### src/include/event_hub_pkg.sv
/*
  Constants, register map and decode helpers for the interprocessor event
  hub. Assumes a 200 MHz APB clock and a 12-bit word-aligned APB address.
*/
`default_nettype none
package event_hub_pkg;
  localparam int unsigned ADDR_W      = 12;
  localparam int unsigned NUM_TASKS   = 8;
  localparam int unsigned NUM_SCRATCH = 4;
  localparam int unsigned IDX_W       = 8;

  localparam logic [11:0] OFF_SEND_TRIGGER   = 12'h000;
  localparam logic [11:0] OFF_SEND_SUB       = 12'h080;
  localparam logic [11:0] OFF_RECEIVE_FLAG   = 12'h100;
  localparam logic [11:0] OFF_RECEIVE_PUB    = 12'h180;
  localparam logic [11:0] OFF_IRQ_ENABLE     = 12'h300;
  localparam logic [11:0] OFF_IRQ_SET        = 12'h304;
  localparam logic [11:0] OFF_IRQ_CLEAR      = 12'h308;
  localparam logic [11:0] OFF_IRQ_PENDING    = 12'h30c;
  localparam logic [11:0] OFF_CH_SEND_MASK   = 12'h510;
  localparam logic [11:0] OFF_CH_RECV_MASK   = 12'h590;
  localparam logic [11:0] OFF_SCRATCH        = 12'h610;

  localparam int unsigned ROUTE_IDX_LSB = 0;
  localparam int unsigned ROUTE_EN_BIT  = 31;
  localparam int unsigned TRIGGER_BIT   = 0;
  localparam int unsigned FLAG_BIT      = 0;

  localparam logic [31:0] RESET_WORD    = 32'h0000_0000;

  localparam int unsigned CLK_PERIOD_PS   = 5000;
  localparam int unsigned MERGE_WINDOW_US = 165;
  localparam int unsigned CH_PULSE_NS     = 20;
  localparam int unsigned CH_PULSE_CYCLES =
    (CH_PULSE_NS * 1000 + CLK_PERIOD_PS - 1) / CLK_PERIOD_PS;

  function automatic logic in_array(input logic [11:0] a,
                                    input logic [11:0] base,
                                    input int unsigned n);
    logic [11:0] top;
    top = base + 12'(n * 4);
    return (a >= base) && (a < top) && (a[1:0] == 2'h0);
  endfunction

  function automatic logic [2:0] word_index(input logic [11:0] a,
                                            input logic [11:0] base);
    logic [11:0] d;
    d = a - base;
    return d[4:2];
  endfunction
endpackage
`default_nettype wire

### src/rtl/interprocessor_event_hub.sv
/*
  Interprocessor event hub: APB register file, send and receive channel
  mapping, routing fabric publish and subscribe, interrupt and scratch words.
  Assumes shared channels are OR-wired outside between all peer hubs, and that
  the routing fabric runs on pclk with one-cycle event pulses.
*/
// Implementation choice: the APB interface to the registers.
`timescale 1ns/1ps
`default_nettype none
module interprocessor_event_hub #(
  parameter int unsigned NUM_CH    = 16,
  parameter int unsigned ROUTE_CH  = 16
) (
  input  wire logic                              pclk,
  input  wire logic                              presetn,
  input  wire logic                              psel,
  input  wire logic                              penable,
  input  wire logic                              pwrite,
  input  wire logic [event_hub_pkg::ADDR_W-1:0]  paddr,
  input  wire logic [31:0]                       pwdata,
  output logic                                   pready,
  output logic      [31:0]                       prdata,
  output logic                                   pslverr,
  input  wire logic [NUM_CH-1:0]                 ch_in,
  output logic      [NUM_CH-1:0]                 ch_out,
  input  wire logic [ROUTE_CH-1:0]               route_in,
  output logic      [ROUTE_CH-1:0]               route_out,
  output logic                                   irq
);
  import event_hub_pkg::*;

  logic [IDX_W-1:0]  sub_idx_q   [NUM_TASKS];
  logic              sub_en_q    [NUM_TASKS];
  logic [IDX_W-1:0]  pub_idx_q   [NUM_TASKS];
  logic              pub_en_q    [NUM_TASKS];
  logic [NUM_CH-1:0] send_mask_q [NUM_TASKS];
  logic [NUM_CH-1:0] recv_mask_q [NUM_TASKS];
  logic [31:0]       scratch_q   [NUM_SCRATCH];
  logic [NUM_TASKS-1:0] flag_q;
  logic [NUM_TASKS-1:0] flag_d;
  logic [NUM_TASKS-1:0] irq_enable_mask_q;
  logic [NUM_TASKS-1:0] irq_enable_mask_d;
  logic [ROUTE_CH-1:0]  route_out_d;
  logic [31:0]          rd_data;

  function automatic logic pick_route(input logic [ROUTE_CH-1:0] ev,
                                      input logic [IDX_W-1:0] idx);
    logic r;
    r = 1'b0;
    for (int k = 0; k < ROUTE_CH; k++) begin
      if (idx == IDX_W'(k)) begin
        r = ev[k];
      end
    end
    return r;
  endfunction

  function automatic logic [31:0] route_word(input logic [IDX_W-1:0] idx,
                                             input logic en);
    logic [31:0] w;
    w = RESET_WORD;
    w[ROUTE_IDX_LSB +: IDX_W] = idx;
    w[ROUTE_EN_BIT] = en;
    return w;
  endfunction

  // Bus decode. The slave answers one cycle into the access phase.
  wire access_done = psel & penable & pready;
  wire wr_done     = access_done & pwrite;
  wire [2:0] idx_trig  = word_index(paddr, OFF_SEND_TRIGGER);
  wire [2:0] idx_sub   = word_index(paddr, OFF_SEND_SUB);
  wire [2:0] idx_flag  = word_index(paddr, OFF_RECEIVE_FLAG);
  wire [2:0] idx_pub   = word_index(paddr, OFF_RECEIVE_PUB);
  wire [2:0] idx_smask = word_index(paddr, OFF_CH_SEND_MASK);
  wire [2:0] idx_rmask = word_index(paddr, OFF_CH_RECV_MASK);
  wire [2:0] idx_scr   = word_index(paddr, OFF_SCRATCH);
  wire hit_trig  = in_array(paddr, OFF_SEND_TRIGGER, NUM_TASKS);
  wire hit_sub   = in_array(paddr, OFF_SEND_SUB, NUM_TASKS);
  wire hit_flag  = in_array(paddr, OFF_RECEIVE_FLAG, NUM_TASKS);
  wire hit_pub   = in_array(paddr, OFF_RECEIVE_PUB, NUM_TASKS);
  wire hit_irq_enable_mask = (paddr == OFF_IRQ_ENABLE);
  wire hit_set   = (paddr == OFF_IRQ_SET);
  wire hit_clr   = (paddr == OFF_IRQ_CLEAR);
  wire hit_pend  = (paddr == OFF_IRQ_PENDING);
  wire hit_smask = in_array(paddr, OFF_CH_SEND_MASK, NUM_TASKS);
  wire hit_rmask = in_array(paddr, OFF_CH_RECV_MASK, NUM_TASKS);
  wire hit_scr   = in_array(paddr, OFF_SCRATCH, NUM_SCRATCH);
  wire mapped    = hit_trig | hit_sub | hit_flag | hit_pub | hit_irq_enable_mask |
                   hit_set | hit_clr | hit_pend | hit_smask | hit_rmask |
                   hit_scr;

  // Send side: software writes and subscribed fabric events both trigger.
  logic [NUM_TASKS-1:0] trig;
  logic [NUM_CH-1:0]    send_fire;
  for (genvar n = 0; n < NUM_TASKS; n++) begin : g_trig
    wire sw_trig = wr_done & hit_trig & (idx_trig == 3'(n)) &
                   pwdata[TRIGGER_BIT];
    wire hw_trig = sub_en_q[n] & pick_route(route_in, sub_idx_q[n]);
    assign trig[n] = sw_trig | hw_trig;
  end

  always_comb begin
    send_fire = '0;
    for (int n = 0; n < NUM_TASKS; n++) begin
      if (trig[n]) begin
        send_fire = send_fire | send_mask_q[n];
      end
    end
  end

  // Several local tasks on one channel merge into one pulse, like peers do.
  pulse_stretcher #(
    .WIDTH (NUM_CH),
    .LEN   (CH_PULSE_CYCLES)
  ) u_stretch (
    .pclk    (pclk),
    .presetn (presetn),
    .fire    (send_fire),
    .level   (ch_out)
  );

  // Peer hubs may sit on other clocks, so the wired channels are synchronised.
  logic [NUM_CH-1:0] ch_rise;
  bit_sync_rise #(
    .WIDTH (NUM_CH)
  ) u_sync (
    .pclk     (pclk),
    .presetn  (presetn),
    .async_in (ch_in),
    .rise     (ch_rise)
  );

  // Receive side. A set in the same cycle as a software clear wins.
  logic [NUM_TASKS-1:0] recv_hit;
  for (genvar n = 0; n < NUM_TASKS; n++) begin : g_recv
    assign recv_hit[n] = |(ch_rise & recv_mask_q[n]);
    wire flag_wr = wr_done & hit_flag & (idx_flag == 3'(n));
    assign flag_d[n] = recv_hit[n] |
                       (flag_wr ? pwdata[FLAG_BIT] : flag_q[n]);
  end

  always_comb begin
    route_out_d = '0;
    for (int n = 0; n < NUM_TASKS; n++) begin
      for (int k = 0; k < ROUTE_CH; k++) begin
        if (recv_hit[n] && pub_en_q[n] && pub_idx_q[n] == IDX_W'(k)) begin
          route_out_d[k] = 1'b1;
        end
      end
    end
  end

  // Interrupt enables: plain write, write-one-set and write-one-clear.
  always_comb begin
    irq_enable_mask_d = irq_enable_mask_q;
    if (wr_done && hit_irq_enable_mask) begin
      irq_enable_mask_d = pwdata[NUM_TASKS-1:0];
    end
    if (wr_done && hit_set) begin
      irq_enable_mask_d = irq_enable_mask_q | pwdata[NUM_TASKS-1:0];
    end
    if (wr_done && hit_clr) begin
      irq_enable_mask_d = irq_enable_mask_q & ~pwdata[NUM_TASKS-1:0];
    end
  end

  wire [NUM_TASKS-1:0] pending = flag_q & irq_enable_mask_q;

  // Read data. Trigger words read as zero.
  always_comb begin
    rd_data = RESET_WORD;
    if (hit_sub) begin
      rd_data = route_word(sub_idx_q[idx_sub], sub_en_q[idx_sub]);
    end
    if (hit_flag) begin
      rd_data[FLAG_BIT] = flag_q[idx_flag];
    end
    if (hit_pub) begin
      rd_data = route_word(pub_idx_q[idx_pub], pub_en_q[idx_pub]);
    end
    if (hit_irq_enable_mask || hit_set || hit_clr) begin
      rd_data[NUM_TASKS-1:0] = irq_enable_mask_q;
    end
    if (hit_pend) begin
      rd_data[NUM_TASKS-1:0] = pending;
    end
    if (hit_smask) begin
      rd_data[NUM_CH-1:0] = send_mask_q[idx_smask];
    end
    if (hit_rmask) begin
      rd_data[NUM_CH-1:0] = recv_mask_q[idx_rmask];
    end
    if (hit_scr) begin
      rd_data = scratch_q[idx_scr[1:0]];
    end
  end

  // Bus answer flops: pready rises one edge into the access phase.
  always_ff @(posedge pclk or negedge presetn) begin
    if (!presetn) begin
      pready  <= 1'b0;
      prdata  <= RESET_WORD;
      pslverr <= 1'b0;
    end else begin
      pready  <= psel & penable & ~pready;
      prdata  <= (psel & penable & ~pready & ~pwrite) ? rd_data : RESET_WORD;
      pslverr <= psel & penable & ~pready & ~mapped;
    end
  end

  // Status, enables, routing pulses and the interrupt line.
  always_ff @(posedge pclk or negedge presetn) begin
    if (!presetn) begin
      flag_q    <= '0;
      irq_enable_mask_q   <= '0;
      route_out <= '0;
      irq       <= 1'b0;
    end else begin
      flag_q    <= flag_d;
      irq_enable_mask_q   <= irq_enable_mask_d;
      route_out <= route_out_d;
      irq       <= |(flag_d & irq_enable_mask_d);
    end
  end

  // Configuration words.
  for (genvar n = 0; n < NUM_TASKS; n++) begin : g_cfg
    wire w_sub = wr_done & hit_sub   & (idx_sub == 3'(n));
    wire w_pub = wr_done & hit_pub   & (idx_pub == 3'(n));
    wire w_sm  = wr_done & hit_smask & (idx_smask == 3'(n));
    wire w_rm  = wr_done & hit_rmask & (idx_rmask == 3'(n));
    always_ff @(posedge pclk or negedge presetn) begin
      if (!presetn) begin
        sub_idx_q[n]   <= '0;
        sub_en_q[n]    <= 1'b0;
        pub_idx_q[n]   <= '0;
        pub_en_q[n]    <= 1'b0;
        send_mask_q[n] <= '0;
        recv_mask_q[n] <= '0;
      end else begin
        if (w_sub) begin
          sub_idx_q[n] <= pwdata[ROUTE_IDX_LSB +: IDX_W];
          sub_en_q[n]  <= pwdata[ROUTE_EN_BIT];
        end
        if (w_pub) begin
          pub_idx_q[n] <= pwdata[ROUTE_IDX_LSB +: IDX_W];
          pub_en_q[n]  <= pwdata[ROUTE_EN_BIT];
        end
        if (w_sm) begin
          send_mask_q[n] <= pwdata[NUM_CH-1:0];
        end
        if (w_rm) begin
          recv_mask_q[n] <= pwdata[NUM_CH-1:0];
        end
      end
    end
  end

  // Scratch words are lost at reset, which stands in for leaving the on state.
  for (genvar s = 0; s < NUM_SCRATCH; s++) begin : g_scr
    wire w_scr = wr_done & hit_scr & (idx_scr == 3'(s));
    always_ff @(posedge pclk or negedge presetn) begin
      if (!presetn) begin
        scratch_q[s] <= RESET_WORD;
      end else if (w_scr) begin
        scratch_q[s] <= pwdata;
      end
    end
  end
endmodule
`default_nettype wire

### src/rtl/bit_sync_rise.sv
/*
  Two-flop synchroniser per bit followed by a rising-edge detector.
  Assumes inputs may come from a foreign clock and stay high one edge or more.
*/
`timescale 1ns/1ps
`default_nettype none
module bit_sync_rise #(
  parameter int unsigned WIDTH = 16
) (
  input  wire logic             pclk,
  input  wire logic             presetn,
  input  wire logic [WIDTH-1:0] async_in,
  output logic      [WIDTH-1:0] rise
);
  logic [WIDTH-1:0] meta_q;
  logic [WIDTH-1:0] sync_q;
  logic [WIDTH-1:0] last_q;

  // A long high level counts once, so overlapping drives merge here.
  always_ff @(posedge pclk or negedge presetn) begin
    if (!presetn) begin
      meta_q <= '0;
      sync_q <= '0;
      last_q <= '0;
    end else begin
      meta_q <= async_in;
      sync_q <= meta_q;
      last_q <= sync_q;
    end
  end

  assign rise = sync_q & ~last_q;
endmodule
`default_nettype wire

### src/rtl/pulse_stretcher.sv
/*
  Holds each bit high for LEN cycles after its last fire pulse.
  Assumes fire comes from logic on pclk.
*/
`timescale 1ns/1ps
`default_nettype none
module pulse_stretcher #(
  parameter int unsigned WIDTH = 16,
  parameter int unsigned LEN   = 4
) (
  input  wire logic             pclk,
  input  wire logic             presetn,
  input  wire logic [WIDTH-1:0] fire,
  output logic      [WIDTH-1:0] level
);
  localparam int unsigned CW = $clog2(LEN + 1);
  localparam logic [CW-1:0] LOAD = CW'(LEN);

  logic [CW-1:0] cnt_q [WIDTH];

  // The stretch lets a slower peer clock see the event.
  for (genvar i = 0; i < WIDTH; i++) begin : g_bit
    always_ff @(posedge pclk or negedge presetn) begin
      if (!presetn) begin
        cnt_q[i] <= '0;
        level[i] <= 1'b0;
      end else if (fire[i]) begin
        cnt_q[i] <= LOAD - CW'(1);
        level[i] <= 1'b1;
      end else if (cnt_q[i] != '0) begin
        cnt_q[i] <= cnt_q[i] - CW'(1);
        level[i] <= 1'b1;
      end else begin
        level[i] <= 1'b0;
      end
    end
  end
endmodule
`default_nettype wire

### config.mk
export PLATFORM = sky130hd
export DESIGN_NAME = interprocessor_event_hub
export DESIGN_NICKNAME = d
export VERILOG_FILES = /design/src/include/event_hub_pkg.sv /design/src/rtl/interprocessor_event_hub.sv /design/src/rtl/bit_sync_rise.sv /design/src/rtl/pulse_stretcher.sv
export SDC_FILE = /design/constraint.sdc
export NUM_CORES = 1
export LEC_CHECK = 0
export ABC_AREA = 1
export BUFFER_PORTS_ARGS = -buffer_cell sky130_fd_sc_hd__buf_2
export CORE_MARGIN = 3
export CORE_UTILIZATION = 50
export CTS_CLUSTER_DIAMETER = 30
export DETAILED_ROUTE_END_ITERATION = 8
export PLACE_DENSITY = 0.67
export SETUP_SLACK_MARGIN = 0.02
export SLEW_MARGIN = 20
export SYNTH_ARGS = -nofsm -noshare
export SYNTH_HDL_FRONTEND = slang
export SYNTH_SLANG_ARGS = --single-unit
### constraint.sdc
create_clock -name pclk -period 4.7 [get_ports pclk]
set_input_delay 0.705 -clock pclk [delete_from_list [all_inputs] [get_ports pclk]]
set_output_delay 0.705 -clock pclk [all_outputs]
set_load 0.01 [all_outputs]
==> results.toml <==
[outcome]
status = "finished, final reports clean"

[synth]
syn-num-nets = 4347
yosys-top-cells-area = "dfrtp_1, nand2_1, o21ai_0"
ys.flop_type = "dfrtp_1"
synth-edff-count = 0
ys_types = 55
synthCells = 4234
ys_seq_area_frac = 0.513
synth.largest_area_cell = "dfrtp_1"
yosys.area.top_type_share = 0.513
synthArstFlopShare = 1.00
synth-seq-cells = 707
syn_avg_cell_area_um2 = 8.15
yosys_warnings = 0
syn_area_um2 = 34500

[worst_setup_path]
crit_fanout = 44
start_kind = "primary input"
critPathSlowestCell = "nor2_1"
path_buf_inv = 3
slowest_delay_ns = 0.78
r2r_end = "route_out[11]$_DFF_PN0_"
r2r_start = "u_sync.sync_q[1]$_DFF_PN0_"
path_delay_family = "simple AND/OR/NAND/NOR gates"
cp_cell_sequence = "buf_2 -> inv_2 -> nor2_1 -> nand3_2 -> buf_4 -> nand2_1 -> o21ai_0"
end_kind = "flip-flop"
worstRegToRegCells = 10
arrival_ns = 3.72
critPathRequiredTime_ns = 5.27
ff2ff_setup_slack_ns = 1.59
crit_type = "in -> reg"

[timing]
tightest_slew_ns = 1.10
tns_ns = 0
finalHoldViolations = 0
setup-violations-final = 0
finalCritPeriodShare = 0.671
slew_headroom = 0.263
finClkSkew_ns = 0.0336
rsz0062_at_grt = "false"
period_minus_slack_ns = 3.15
drv_slew = 0
fmax_mhz = 317

[die]
num_io_pins = 148
start_util = 0.509
core_area_um2 = 67800
fp.dieH_um = 269
die_w_um = 269
die-area_um2 = 72200
fp-row-count = 95

[clocking]
clockBufferDepth = 3
cts_root_buffer = "clkbuf_16"
htree_levels = 4
cts.sinks = 707
cts_setup_buffers = 0
postCtsResizedCells = 0
cts_buffers = 146
postCtsHoldBufs = 0
cts_tree = "yes"
clk_latency_ns = 0.74
clk_pin_slew_ns = 0.05

[global_route]
grt_usage = 0.325
antenna_found_initial = 2
grt_remaining_overflow = 0
grt_use_met3 = 0.0680
grt_pass1_wl_um = 181000
grt-busiest-layer = "met2"
grt_pass1_vias = 30480
gr-usage-met1 = 0.455
grt_max_degree = 95
use_met2 = 0.492

[placement]
dp_cells = 5074
gp_congestion = 1.01
place_hpwl_um = 76500
place_area_um2 = 35900
io_buffers = 147

[power]
power_leakage_nw = 19.5
totalPowerFinal_w = 0.0174
p_per_area_nw_per_um2 = 423
max-vdd-ir-drop_mv = 0.380

[layout]
drive_above_1_share = 0.121
fin_area_um2 = 41100
syn2layout_area_growth_pct = 19.0
fin_nets = 4462
nFillCells = 5993
n_antenna_cell = 0
utilization = 0.606
instances_no_fill = 5343

[drt]
wire_per_inst_um = 21.8
wirelength_um = 116000
viasPerCell = 6.01
vias = 32129
drtAntennaViolNets = 0
drc = 0
drtIter0Drc = 3942
drt_pass1_iterations = 6

[worst_hold_path]
holdCritPathClass = "in -> async"

[flow_run]
drv_cap = 0
cell type report:
cell class | count | area (µm²) | area share
Clock buffer | 195 | 4140 | 0.101
Clock inverter | 74 | 1020 | 0.0247
Inverter | 327 | 1230 | 0.0299
Multi-Input combinational cell | 2961 | 14600 | 0.356
Sequential cell | 707 | 17700 | 0.431
Tap cell | 873 | 1090 | 0.0266
Timing Repair Buffer | 206 | 1280 | 0.0311
per-layer routing:
layer,wire (µm),part of all wire,up-vias
met1,48700,0.42,15364
met5,10,0.000086,-
li1,-,-,14768
met3,11500,0.099,292
met2,51600,0.44,1703
met4,4680,0.040,2
cell families (layout without fill, tap and decap cells):
group           after synthesis  in the layout  synth area share
compound gates             1120           1120             0.184
xor+xnor                     16             16           0.00406
fa+ha+maj                    32             32            0.0116
buf+inv                     566            802            0.0650
flops                       707            707             0.513
simple gates               1793           1793             0.223
worst max-delay path by stage:
| stage | start | end | slack, ns | cells past startpoint |
|---|---|---|---|---|
| 2_1_floorplan | paddr[10] | u_stretch.cnt_q[11]$_DFFE_PN0P_ | 2.39 | 13 |
| 3_5_place_dp | paddr[4] | send_mask_q[64]$_DFFE_PN0P_ | 0.95 | 5 |
| 5_1_grt | paddr[4] | irq$_DFF_PN0_ | 1.48 | 11 |
| 3_3_place_gp | paddr[4] | irq$_DFF_PN0_ | 1.04 | 11 |
| 4_1_cts | paddr[4] | send_mask_q[70]$_DFFE_PN0P_ | 1.70 | 5 |
| 6_report | paddr[4] | scratch_q[1]$_DFFE_PN0P_ | 1.55 | 7 |
synth_stat cells, drive strengths merged (44+ instances only):
cell type	count
nand2	1134
o21ai	710
dfrtp	707
inv	324
nand3	251
nor2	215
o22ai	200
clkbuf	173
nand4	105
buf	66
a21oi	65
nor3	44
sequential cells by signal, indices dropped and copies added, names as in the netlist, 8 cells and up:
name               count
recv_mask_q          128
scratch_q            128
send_mask_q          128
pub_idx_q             64
sub_idx_q             64
u_stretch.cnt_q       48
prdata                32
route_out             16
u_stretch.level       16
u_sync.last_q         16
u_sync.meta_q         16
u_sync.sync_q         16
flag_q                 8
irq_enable_mask_q      8
pub_en_q               8
sub_en_q               8
where the power goes:
part	switching, W	internal, W	total (W)
clock network	0.00359	0.00692	0.0105
logic	0.000543	0.000151	0.000694
registers	0.0000189	0.00613	0.00615
total	0.00415	0.0132	0.0174
cell usage in the layout, fill, tap and decap left out, types with 12 or more instances in the layout:
| cell | n |
|---|---|
| nand2_1 | 1106 |
| dfrtp_1 | 707 |
| o21ai_0 | 703 |
| inv_1 | 318 |
| nand3_1 | 236 |
| o22ai_1 | 200 |
| nor2_1 | 199 |
| clkbuf_16 | 146 |
| buf_2 | 146 |
| nand4_1 | 105 |
| a21oi_1 | 52 |
| buf_4 | 52 |
| nor3_1 | 39 |
| a22oi_1 | 32 |
| ha_1 | 32 |
| clkbuf_8 | 30 |
| nor4_1 | 28 |
| nand2_2 | 25 |
| clkinv_2 | 21 |
| clkbuf_1 | 19 |
| a221oi_1 | 16 |
| o211ai_1 | 16 |
| xor2_1 | 16 |
| nand3_2 | 15 |
| nor2_2 | 14 |
| o311ai_0 | 13 |
| o31ai_1 | 13 |
| a21oi_2 | 13 |
| clkinvlp_4 | 13 |
| bufinv_16 | 12 |
stage by stage:
step                setup WS, ns  hold WS, ns
floorplan                   2.39        0.331
detailed placement         0.954        0.335
global route                1.48       0.0440
finish                      1.55       0.0482
global placement            1.04        0.332
CTS                         1.70       0.0360
Note: power is estimated with default switching activity, not from simulation.
